### src/cfg_pkg.sv
/*
  Constants for the brightness and short detection configuration register.
  Assumes an APB master on the same clock as the register bank.
*/
package cfg_pkg;
  localparam int ADDR_W = 8;
  localparam int CFG_W = 48;
  localparam logic [ADDR_W-1:0] CFG_LO_ADDR = 8'h00;
  localparam logic [ADDR_W-1:0] CFG_HI_ADDR = 8'h04;
  localparam logic [CFG_W-1:0] CFG_RESET = 48'h003b_7f7f_7f00;
  localparam logic [CFG_W-1:0] CFG_WMASK = 48'hffff_ffff_ff00;
  localparam int RED_LSB = 8;
  localparam int GREEN_LSB = 16;
  localparam int BLUE_LSB = 24;
  localparam int GLOBAL_LSB = 32;
  localparam int REMOVAL_LSB = 35;
  localparam int RED_VTH_LSB = 39;
  localparam int GREEN_VTH_LSB = 42;
  localparam int BLUE_VTH_LSB = 45;
  localparam int WORD_W = 32;
  localparam int HI_LSB = 32;
  localparam int RSVD_W = 8;
  localparam int COLOR_W = 8;
  localparam int LEVEL_W = 3;
  localparam int REMOVAL_W = 4;
  localparam int VTH_W = 3;
  localparam logic [RSVD_W-1:0] RSVD_ZERO = 8'h00;
endpackage : cfg_pkg

### src/cfg_word_reg.sv
/*
  One 48-bit configuration word with per-bit write mask.
  Assumes a single clock and an active-low asynchronous reset.
*/
`timescale 1ns/1ps
module cfg_word_reg (
  input wire logic mclk,
  input wire logic rst_n,
  input wire logic [1:0] wr_en,
  input wire logic [31:0] wr_data,
  output logic [cfg_pkg::CFG_W-1:0] value
);
  import cfg_pkg::*;
  logic [CFG_W-1:0] next_value;
  logic [CFG_W-1:0] wr_word;

  always_comb begin
    wr_word = value;
    if (wr_en[0]) begin
      wr_word[WORD_W-1:0] = wr_data;
    end
    if (wr_en[1]) begin
      wr_word[CFG_W-1:HI_LSB] = wr_data[CFG_W-HI_LSB-1:0];
    end
    // Reserved low bits are masked so a write can never disturb them.
    next_value = wr_word & CFG_WMASK;
  end

  always_ff @(posedge mclk or negedge rst_n) begin
    if (!rst_n) begin
      value <= CFG_RESET;
    end else begin
      value <= next_value;
    end
  end
endmodule : cfg_word_reg

### src/brightness_and_short_detect_config.sv
/*
  APB slave holding the brightness and short detection configuration word.
  Assumes an APB master on mclk; the fields drive analog blocks directly.
*/
`timescale 1ns/1ps
module brightness_and_short_detect_config (
  input wire logic mclk,
  input wire logic rst_n,
  input wire logic psel,
  input wire logic penable,
  input wire logic pwrite,
  input wire logic [cfg_pkg::ADDR_W-1:0] paddr,
  input wire logic [31:0] pwdata,
  output logic [31:0] prdata,
  output logic pready,
  output logic pslverr,
  output logic [7:0] red_color_brightness,
  output logic [7:0] green_color_brightness,
  output logic [7:0] blue_color_brightness,
  output logic [2:0] global_brightness_level,
  output logic [3:0] short_removal_level,
  output logic [2:0] red_short_detect_threshold,
  output logic [2:0] green_short_detect_threshold,
  output logic [2:0] blue_short_detect_threshold
);
  import cfg_pkg::*;
  logic [CFG_W-1:0] cfg;
  logic [1:0] wr_en;
  logic access;
  logic hit_lo;
  logic hit_hi;
  logic [31:0] next_prdata;
  logic next_pslverr;

  assign access = psel && penable;
  // One compare for both words keeps read and write decode alike.
  function automatic logic addr_match(input logic [ADDR_W-1:0] a,
      input logic [ADDR_W-1:0] b);
    return a == b;
  endfunction : addr_match

  assign hit_lo = addr_match(paddr, CFG_LO_ADDR);
  assign hit_hi = addr_match(paddr, CFG_HI_ADDR);
  // Zero wait states keep the slave simple; reads come from a register.
  assign pready = 1'b1;
  assign wr_en = {access && pwrite && hit_hi, access && pwrite && hit_lo};

  cfg_word_reg u_word (
    .mclk(mclk),
    .rst_n(rst_n),
    .wr_en(wr_en),
    .wr_data(pwdata),
    .value(cfg)
  );

  // Read data is registered in the setup cycle so it is stable in access.
  always_comb begin
    next_prdata = prdata;
    next_pslverr = 1'b0;
    if (psel && !penable) begin
      next_prdata = 32'h0000_0000;
      if (hit_lo) begin
        next_prdata = cfg[WORD_W-1:0];
      end else if (hit_hi) begin
        next_prdata = {{(2*WORD_W-CFG_W){1'b0}}, cfg[CFG_W-1:HI_LSB]};
      end else begin
        next_pslverr = 1'b1;
      end
    end else if (access) begin
      next_pslverr = pslverr;
    end
  end

  always_ff @(posedge mclk or negedge rst_n) begin
    if (!rst_n) begin
      prdata <= 32'h0000_0000;
      pslverr <= 1'b0;
    end else begin
      prdata <= next_prdata;
      pslverr <= next_pslverr;
    end
  end

  assign red_color_brightness = cfg[RED_LSB +: COLOR_W];
  assign green_color_brightness = cfg[GREEN_LSB +: COLOR_W];
  assign blue_color_brightness = cfg[BLUE_LSB +: COLOR_W];
  assign global_brightness_level = cfg[GLOBAL_LSB +: LEVEL_W];
  // Code 15 is passed raw; the analog side maps it to level 15 as well.
  assign short_removal_level = cfg[REMOVAL_LSB +: REMOVAL_W];
  assign red_short_detect_threshold = cfg[RED_VTH_LSB +: VTH_W];
  assign green_short_detect_threshold = cfg[GREEN_VTH_LSB +: VTH_W];
  assign blue_short_detect_threshold = cfg[BLUE_VTH_LSB +: VTH_W];

  // All checks run on mclk and sleep while the reset is asserted.
  a_reserved_zero: assert property (
    @(posedge mclk) disable iff (!rst_n)
    cfg[RSVD_W-1:0] == RSVD_ZERO)
    else $error("reserved bits not zero");

  // A write lands at the access edge and shows on the fields one cycle on.
  a_red_write: assert property (
    @(posedge mclk) disable iff (!rst_n)
    access && pwrite && hit_lo
    |=> red_color_brightness == $past(pwdata[RED_LSB +: COLOR_W]))
    else $error("red brightness not written");

  a_green_write: assert property (
    @(posedge mclk) disable iff (!rst_n)
    access && pwrite && hit_lo
    |=> green_color_brightness == $past(pwdata[GREEN_LSB +: COLOR_W]))
    else $error("green brightness not written");

  a_blue_write: assert property (
    @(posedge mclk) disable iff (!rst_n)
    access && pwrite && hit_lo
    |=> blue_color_brightness == $past(pwdata[BLUE_LSB +: COLOR_W]))
    else $error("blue brightness not written");

  a_global_write: assert property (
    @(posedge mclk) disable iff (!rst_n)
    access && pwrite && hit_hi
    |=> global_brightness_level ==
    $past(pwdata[GLOBAL_LSB-HI_LSB +: LEVEL_W]))
    else $error("global level not written");

  a_removal_write: assert property (
    @(posedge mclk) disable iff (!rst_n)
    access && pwrite && hit_hi
    |=> short_removal_level ==
    $past(pwdata[REMOVAL_LSB-HI_LSB +: REMOVAL_W]))
    else $error("removal level not written");

  a_red_vth_write: assert property (
    @(posedge mclk) disable iff (!rst_n)
    access && pwrite && hit_hi
    |=> red_short_detect_threshold ==
    $past(pwdata[RED_VTH_LSB-HI_LSB +: VTH_W]))
    else $error("red threshold not written");

  a_red_vth_hold: assert property (
    @(posedge mclk) disable iff (!rst_n)
    !(access && pwrite && hit_hi)
    |=> $stable(red_short_detect_threshold))
    else $error("red threshold changed without write");

  a_green_vth_write: assert property (
    @(posedge mclk) disable iff (!rst_n)
    access && pwrite && hit_hi
    |=> green_short_detect_threshold ==
    $past(pwdata[GREEN_VTH_LSB-HI_LSB +: VTH_W]))
    else $error("green threshold not written");

  a_blue_vth_write: assert property (
    @(posedge mclk) disable iff (!rst_n)
    access && pwrite && hit_hi
    |=> blue_short_detect_threshold ==
    $past(pwdata[BLUE_VTH_LSB-HI_LSB +: VTH_W]))
    else $error("blue threshold not written");

  // The halves are written one at a time, so each must spare the other.
  a_hi_keeps_lo: assert property (
    @(posedge mclk) disable iff (!rst_n)
    access && pwrite && hit_hi
    |=> $stable(cfg[WORD_W-1:RSVD_W]))
    else $error("high write disturbed low word");

  a_lo_keeps_hi: assert property (
    @(posedge mclk) disable iff (!rst_n)
    access && pwrite && hit_lo
    |=> $stable(cfg[CFG_W-1:HI_LSB]))
    else $error("low write disturbed high word");

  a_idle_hold: assert property (
    @(posedge mclk) disable iff (!rst_n)
    !(access && pwrite && (hit_lo || hit_hi))
    |=> $stable(cfg))
    else $error("configuration changed without write");

  a_unmapped_ignored: assert property (
    @(posedge mclk) disable iff (!rst_n)
    access && pwrite && !hit_lo && !hit_hi
    |=> $stable(cfg))
    else $error("unmapped write changed configuration");

  // Read data are loaded at the setup edge, so access shows that value.
  a_read_low: assert property (
    @(posedge mclk) disable iff (!rst_n)
    psel && !penable && hit_lo ##1 access
    |-> prdata == cfg[WORD_W-1:0])
    else $error("low word read mismatch");

  a_read_high: assert property (
    @(posedge mclk) disable iff (!rst_n)
    psel && !penable && hit_hi ##1 access
    |-> prdata == {{(2*WORD_W-CFG_W){1'b0}}, cfg[CFG_W-1:HI_LSB]})
    else $error("high word read mismatch");

  a_read_reserved: assert property (
    @(posedge mclk) disable iff (!rst_n)
    psel && !penable && hit_lo ##1 access
    |-> prdata[RSVD_W-1:0] == RSVD_ZERO)
    else $error("reserved bits read nonzero");

  a_read_unmapped: assert property (
    @(posedge mclk) disable iff (!rst_n)
    psel && !penable && !hit_lo && !hit_hi ##1 access
    |-> prdata == {WORD_W{1'b0}})
    else $error("unmapped read not zero");

  // The error flag is meant for software that probes past the map.
  a_error_unmapped: assert property (
    @(posedge mclk) disable iff (!rst_n)
    psel && !penable && !hit_lo && !hit_hi ##1 access
    |-> pslverr)
    else $error("unmapped access without error");

  a_error_mapped: assert property (
    @(posedge mclk) disable iff (!rst_n)
    access && (hit_lo || hit_hi)
    |-> !pslverr)
    else $error("mapped access flagged as error");

  a_error_idle: assert property (
    @(posedge mclk) disable iff (!rst_n)
    !psel
    |=> !pslverr)
    else $error("error flag raised while idle");

  a_rdata_hold: assert property (
    @(posedge mclk) disable iff (!rst_n)
    access
    |=> $stable(prdata))
    else $error("read data changed after access");
endmodule : brightness_and_short_detect_config

### config.mk
export PLATFORM = sky130hd
export DESIGN_NAME = brightness_and_short_detect_config
export DESIGN_NICKNAME = d
export VERILOG_FILES = /design/src/cfg_pkg.sv /design/src/cfg_word_reg.sv /design/src/brightness_and_short_detect_config.sv
export SDC_FILE = /design/constraint.sdc
export NUM_CORES = 1
export LEC_CHECK = 0
export BUFFER_PORTS_ARGS = -buffer_cell sky130_fd_sc_hd__buf_2
export CAP_MARGIN = 0
export CORE_ASPECT_RATIO = 0.8
export CORE_UTILIZATION = 44
export DETAILED_ROUTE_END_ITERATION = 6
export GPL_TIMING_DRIVEN = 0
export PLACE_DENSITY = 0.82
export SLEW_MARGIN = 20
export SYNTH_ARGS = -nofsm -noshare
export SYNTH_HDL_FRONTEND = slang
export SYNTH_SLANG_ARGS = --single-unit
### constraint.sdc
create_clock -name mclk -period 0.85 [get_ports mclk]
set_input_delay 0.085 -clock mclk [delete_from_list [all_inputs] [get_ports mclk]]
set_output_delay 0.085 -clock mclk [all_outputs]
set_load 0.1 [all_outputs]
==> results of run 1 <==
==> repair_timing <==
item                                    in CTS
endpoints found under the hold margin       59
hold buffers                                32
endpoints found under the setup margin     146
gates resized for setup                    311
setup buffers                               43
gates cloned                                 2
pin swaps                                    8
==> cell families after synthesis <==
group,count (synthesis),share of synthesized area [%]
flops,73,61.23
simple gates,70,10.71
mux,48,17.47
compound gates,33,7.540
buf+inv,14,2.926
other cells,1,0.1235
==> through the flow <==
step           setup TNS [ns]  worst slack, ns
4_1_cts                -45.76          -0.4755
3_5_place_dp           -64.30           -1.089
3_3_place_gp          -108.24           -1.090
2_1_floorplan          -41.86          -0.7510
==> results_dict.tcl, run 1 <==
set metrics [dict create \
    synthesis.nets 284 \
    stop_error "[ERROR DPL-0033] detailed placement checks failed during check placement." \
    yosys.area.top_type "dfrtp_1" \
    initial_core_util_pct 46.44 \
    io_buffers 117 \
    ys_seq_area_share_pct 61.23 \
    synth_area_per_cell_um2 12.71 \
    placed_cell_area_um2 3978 \
    crit_endpoint "u_word.value[39]$_DFFE_PN0P_/D" \
    ys_seq_elements 73 \
    cts_buffers 9 \
    synth.distinct_cells 26 \
    cts.sinks 73 \
    cts-root-buf "clkbuf_8" \
    grt_max_degree 42 \
    worst-ep-kind "register input" \
    placed_cells 441 \
    pin_count 119 \
    synthCells 239 \
    synth.area.top_cells "dfrtp_1, dfstp_2, mux2_2" \
    ys_warn_count 0 \
    finalWeightedCongestion 0.7867 \
    cts_max_level 3 \
    synth_edf_count 0 \
    fp.dieH_um 76.31 \
    synth.top_cell.area_share_pct 38.73 \
    netlist_area_um2 3037 \
    post-dp-hpwl_mm 5.351 \
    synth-async-reset-ratio_pct 100.0 \
    outcome "stopped before the end" \
    clockBufferDepth 2 \
    synth_most_common_cell "nand2_1" \
    stop_stage "5_1_grt" \
    rows 26 \
    die_x_um 94.88 \
    synth_ff_type "dfrtp_1" \
    synth_common_cells "nand2_1, dfrtp_1, mux2_2" \
    grt_antenna_before_repair 0 \
]
==> run 2: changes to the inputs <==
--- a/config.mk
+++ b/config.mk
@@ -7,11 +7,10 @@
 export LEC_CHECK = 0
 export BUFFER_PORTS_ARGS = -buffer_cell sky130_fd_sc_hd__buf_2
 export CAP_MARGIN = 0
-export CORE_ASPECT_RATIO = 0.8
-export CORE_UTILIZATION = 44
+export CORE_UTILIZATION = 40
 export DETAILED_ROUTE_END_ITERATION = 6
 export GPL_TIMING_DRIVEN = 0
-export PLACE_DENSITY = 0.82
+export PLACE_DENSITY_LB_ADDON = 0.15
 export SLEW_MARGIN = 20
 export SYNTH_ARGS = -nofsm -noshare
 export SYNTH_HDL_FRONTEND = slang
==> constraint.sdc (replaced) <==
create_clock -name mclk -period 1.1 [get_ports mclk]
set_input_delay 0.11 -clock mclk [delete_from_list [all_inputs] [get_ports mclk]]
set_output_delay 0.11 -clock mclk [all_outputs]
set_load 0.1 [all_outputs]
==> results_dict.tcl, run 2 <==
set metrics [dict create \
    wire_per_inst_um 17.21 \
    setup_viol 82 \
    rsz0062_at_grt "true" \
    synth_compound_area_share_pct 7.540 \
    synthesis.nets 284 \
    fin_cells 530 \
    cts_tree "yes" \
    synth.distinct_cells 26 \
    startpoint_type "input port" \
    io_buffers 117 \
    critPathSlowestCell "or4_4" \
    synth_most_common_cell "nand2_1" \
    rows 31 \
    grt_pass1_wl_mm 13.18 \
    failed_checks "negative setup slack" \
    cts_max_level 3 \
    finalCritPeriodShare_pct 126.2 \
    period_needed_ns 1.388 \
    arrival_ns 1.61 \
    end_kind "register" \
    relSlewSlack_pct 63.23 \
    cts-root-buf "clkbuf_8" \
    nNetsFinal 471 \
    cp_common_cell "buf_6" \
    grt_max_degree 43 \
    clock_latency_ns 0.34 \
    die_area_um2 7944 \
    synth_ff_type "dfrtp_1" \
    die_x_um 89.13 \
    pin_count 119 \
    drt.antenna.violating_nets 0 \
    grt.overflow.total 0 \
    initial_core_util_pct 41.64 \
    placed_cells 456 \
    finalWeightedCongestion 0.6838 \
    synth_common_cells "nand2_1, dfrtp_1, mux2_2" \
    hold_viol_final 0 \
    synth-async-reset-ratio_pct 100.0 \
    ys_warn_count 0 \
    worst_slack_ns -0.2881 \
    holdCritPathClass "in -> reg" \
    top_regs "u_word.value (40), prdata (32), pslverr (1)" \
    p_per_area_nw_per_um2 1001 \
    drt_first_iter_violations 46 \
    synth-xor-area-share_pct 0 \
    ys_seq_elements 73 \
    muxShareOfSynthArea_pct 17.47 \
    largest_register "u_word.value" \
    p_leak_nw 2.525 \
    synthCells 239 \
    cp_cell_sequence "buf_6 > or4_4 > nor3_4 > buf_6 > buf_8 > mux2_4" \
    slew_viol_final 0 \
    largest_register_ffs 40 \
    clockBufferDepth 2 \
    cts_buffers 9 \
    grt_antenna_before_repair 0 \
    synth.area.top_cells "dfrtp_1, dfstp_2, mux2_2" \
    required_ns 1.32 \
    tightest_slew_ns 0.5515 \
    core_area_um2 7292 \
    cp_max_fo 5 \
    crit_type "in -> reg" \
    first_pass_iters 4 \
    critPathMaxStageDelay_ns 0.59 \
    wl_mm 9.121 \
    layout-drive-gt1-share_pct 65.20 \
    critPathBufInv 3 \
    final_cell_mix "nand2_1, buf_6, buf_2" \
    layout_commonest_cell "nand2_1" \
    synth_top_family_by_area "multiplexers" \
    path_delay_family "simple AND/OR/NAND/NOR gates" \
    fp.dieH_um 89.13 \
    synthAdderAreaFrac_pct 0 \
    ir_worst_vdd_uv 666.2 \
    antenna_cells 0 \
    track_usage_pct 22.71 \
    routed-via-count 2552 \
    yosys.area.top_type "dfrtp_1" \
    syn2layout_area_growth_pct 82.86 \
    n_fill_cell 469 \
    utilization_pct 76.15 \
    pre_cts_slack_ns -0.8624 \
    ys_seq_area_share_pct 61.23 \
    synth_area_per_cell_um2 12.71 \
    fmax_ghz 0.7204 \
    yosys.area_share.simple_pct 10.71 \
    routed_via_density 4.815 \
    synth_edf_count 0 \
    outcome "finished, violations left" \
    synth.top_cell.area_share_pct 38.73 \
    netlist_area_um2 3037 \
    cts.sinks 73 \
    clk_pin_slew_ns 0.07 \
    post-dp-hpwl_mm 5.036 \
    drc_errors 0 \
    first_global_vias 2599 \
    cap_violations 0 \
    fin_skew_ns 0.009531 \
]
## run 2: area by class of cell
class                      instances  area [um^2]  share of cell area, %
multi-input combinational        152         1261                  22.71
clock inverter                     3        40.04                 0.7210
timing repair buffer             176         1953                  35.17
buffer                            14        121.4                  2.186
clock buffer                      13        158.9                  2.862
sequential                        73         1894                  34.11
tap                               99        123.9                  2.231
## run 2: power by group
group	internal [mW]	leakage, nW	switching [mW]
combinational	0.271	1.51	0.395
sequential	2.72	0.907	0.0293
clock	1.17	0.103	0.970
total	4.16	2.52	1.39
## run 2: repair_timing
action,CTS,global route
resized for setup,221,55
cloned,2,2
pin swaps,3,6
buffers inserted,27,9
endpoints found under the setup margin,129,110
hold buffers,18,0
endpoints found under the hold margin,44,0
## run 2: cell families (layout without fill, tap and decap cells)
group	after synthesis	after routing
AOI/OAI and AO/OA	33	33
buffers and inverters	14	206
DFF	73	73
muxes	48	48
other	1	1
and+or+nand+nor	70	70
## run 2: final timing paths
| path | end | startpoint | slack [ns] | depth (start not counted) |
|---|---|---|---|---|
| worst min-delay path | u_word.value[39] | pwdata[7] | 0.007 | 2 |
| worst max-delay path | u_word.value[23] | paddr[0] | -0.29 | 6 |
| max in group asynchronous | u_word.value[32] | rst_n | 0.18 | 3 |
| worst max register to register | u_word.value[14] | u_word.value[14] | 0.02 | 4 |
| worst min register to register | prdata[15] | prdata[15] | 0.50 | 2 |
| min in group asynchronous | prdata[18] | rst_n | 0.29 | 2 |
## run 2: per-stage QoR
stage / area (um^2) / power, mW / hold slack (ns) / setup TNS [ns]
6_report: 5553 / 5.557 / 0.007319 / -14.47
5_1_grt: 5553 / 5.722 / 0.007841 / -17.39
4_1_cts: 5258 / 5.548 / 0.0006938 / -14.57
3_5_place_dp: 3860 / 3.290 / 0.1371 / -42.44
3_3_place_gp: 3837 / 3.275 / 0.3411 / -72.04
2_1_floorplan: 3128 / 3.085 / -0.1856 / -25.26
## run 2: metal layers
| metal | vias to the layer above | global-route usage, % | wire (um) |
|---|---|---|---|
| li1 | 1194 | - | - |
| met1 | 1266 | 27.70 | 3786 |
| met2 | 81 | 38.86 | 4729 |
| met3 | 11 | 5.355 | 447 |
| met4 | 0 | 9.235 | 157 |
| met5 | - | 0 | 0 |
## run 2: worst reg2reg max path, delay by kind of cell (launching register included)
kind	cells	cell delay [ns]
DFF	1	0.39
buffers and inverters	3	0.36
muxes	1	0.26
No activity file was read; power rests on OpenSTA's default activity.
==> run 3: changes to the inputs <==
--- a/config.mk
+++ b/config.mk
@@ -7,7 +7,9 @@
 export LEC_CHECK = 0
 export BUFFER_PORTS_ARGS = -buffer_cell sky130_fd_sc_hd__buf_2
 export CAP_MARGIN = 0
-export CORE_UTILIZATION = 40
+export CELL_PAD_IN_SITES_DETAIL_PLACEMENT = 1
+export CELL_PAD_IN_SITES_GLOBAL_PLACEMENT = 2
+export CORE_UTILIZATION = 30
 export DETAILED_ROUTE_END_ITERATION = 6
 export GPL_TIMING_DRIVEN = 0
 export PLACE_DENSITY_LB_ADDON = 0.15
==> results_dict.tcl, run 3 (synthesis gave the netlist of run 2 again) <==
set metrics [dict create \
    pin_count 119 \
    die_x_um 102.6 \
    drt.antenna.violating_nets 0 \
    pwr-share-comb_pct 12.6 \
    holdCritPathClass "in -> reg" \
    required_ns 1.37 \
    cts-root-buf "clkbuf_8" \
    grt.overflow.total 0 \
    arrival_ns 1.61 \
    utilization_pct 59.82 \
    p_per_area_nw_per_um2 981.0 \
    rsz0062_at_grt "true" \
    setup_viol 83 \
    largest_register_ffs 40 \
    grt_antenna_before_repair 0 \
    syn2layout_area_growth_pct 92.54 \
    die_area_um2 10530 \
    placed_cell_area_um2 3902 \
    fin_skew_ns 0.009876 \
    fp.dieH_um 102.6 \
    finalWeightedCongestion 0.6801 \
    track_usage_pct 18.84 \
    drt_first_iter_violations 36 \
    tightest_slew_ns 0.6348 \
    nNetsFinal 488 \
    relSlewSlack_pct 57.68 \
    reg2reg_depth 3 \
    grt_pass1_wl_mm 14.92 \
    min_path_cells 2 \
    grt_max_degree 39 \
    hold_viol_final 0 \
    slew_viol_final 0 \
    period_needed_ns 1.345 \
    p_leak_nw 2.614 \
    p_total_mw 5.736 \
    cts.sinks 73 \
    outcome "finished, violations left" \
    failed_checks "negative setup slack" \
    pre_cts_slack_ns -0.8645 \
    cts_tree "yes" \
    io_buffers 117 \
    clkPwrFrac_pct 39.4 \
    top_regs "u_word.value (40), prdata (32), pslverr (1)" \
    ir_worst_vdd_uv 668.6 \
    clock_latency_ns 0.34 \
    switchingPower_mw 1.512 \
    end_kind "register" \
    clockBufferDepth 2 \
    hold_slack_ns 0.03099 \
    routed_via_density 4.484 \
    intPower_mw 4.224 \
    wire_per_inst_um 17.08 \
    routed-via-count 2605 \
    final_cell_mix "nand2_1, buf_12, buf_2" \
    layout-drive-gt1-share_pct 64.29 \
    cts_max_level 3 \
    drc_errors 0 \
    fmax_ghz 0.7436 \
    cts_buffers 9 \
    largest_register "u_word.value" \
    critPathMaxStageDelay_ns 0.59 \
    cp_max_fo 5 \
    startpoint_type "input port" \
    cp_cell_sequence "buf_6 > or4_4 > buf_6 > or3_4 > clkbuf_16 > o21ai_2" \
    core_area_um2 9774 \
    worst_slack_ns -0.2448 \
    clk_pin_slew_ns 0.08 \
    wl_mm 9.921 \
    first_global_vias 2890 \
    layout_commonest_cell "nand2_1" \
    first_pass_iters 4 \
    reg2reg_slack_ns -0.02 \
    cap_violations 0 \
    crit_type "in -> reg" \
    critPathSlowestCell "or4_4" \
    rows 36 \
    swShare_pct 26.36 \
    antenna_cells 0 \
    finalCritPeriodShare_pct 122.3 \
    cp_common_cell "buf_6" \
    initial_core_util_pct 31.07 \
    pwr-share-seq_pct 48.0 \
    fin_area_um2 5847 \
    post-dp-hpwl_mm 5.680 \
]
-- run 3: power by group through the flow --
stage          clock (mW)  combinational (mW)  sequential [mW]
3_3_place_gp            0               0.493             2.79
3_5_place_dp            0               0.509             2.79
2_1_floorplan           0               0.112             2.97
4_1_cts              2.33               0.699             2.75
5_1_grt              2.44               0.774             2.75
6_report             2.26               0.725             2.75
-- run 3: worst max-delay path, delay by kind of cell --
| kind | cells | cell delay, ns |
|---|---|---|
| simple gates | 2 | 0.97 |
| buf+inv | 3 | 0.42 |
| compound gates | 1 | 0.11 |
-- run 3: routing by layer --
metal,track usage [%],vias to the layer above,part of all wire [%],wire (um)
li1,-,1222,-,-
met1,23.26,1305,41,4112
met2,32.72,71,53,5257
met3,3.729,7,4.6,453
met4,6.593,0,0.98,97
met5,0,-,0,0
-- run 3: layout make-up --
cell class | instances | area, um^2
fillers | 974 | 3928
repair buffers | 194 | 2197
flip-flops and latches | 73 | 1893
multi-input cells | 152 | 1267
well taps | 133 | 166.4
clock buffers | 11 | 151.4
plain buffers | 13 | 108.9
clock inverters | 5 | 62.56
-- run 3: timing repair --
action,CTS,global route
buffers inserted,32,8
hold buffers,33,0
endpoints found under the hold margin,60,0
resized for setup,235,64
cloned,1,2
setup endpoints to repair,137,119
pin swaps,4,6
-- run 3: final timing paths --
| path | start | endpoint |
|---|---|---|
| min in group asynchronous | rst_n | prdata[18] |
| max in group asynchronous | rst_n | u_word.value[9] |
| setup reg to reg | u_word.value[13] | prdata[13] |
| hold reg to reg | prdata[3] | prdata[3] |
| setup / recovery | paddr[0] | prdata[26] |
| hold / removal | psel | pslverr |
-- run 3: stage by stage --
stage / cells / TNS, ns
2_1_floorplan: 239 / -25.26
3_3_place_gp: 489 / -78.34
3_5_place_dp: 490 / -44.48
4_1_cts: 571 / -16.03
5_1_grt: 581 / -16.79
6_report: 581 / -13.95
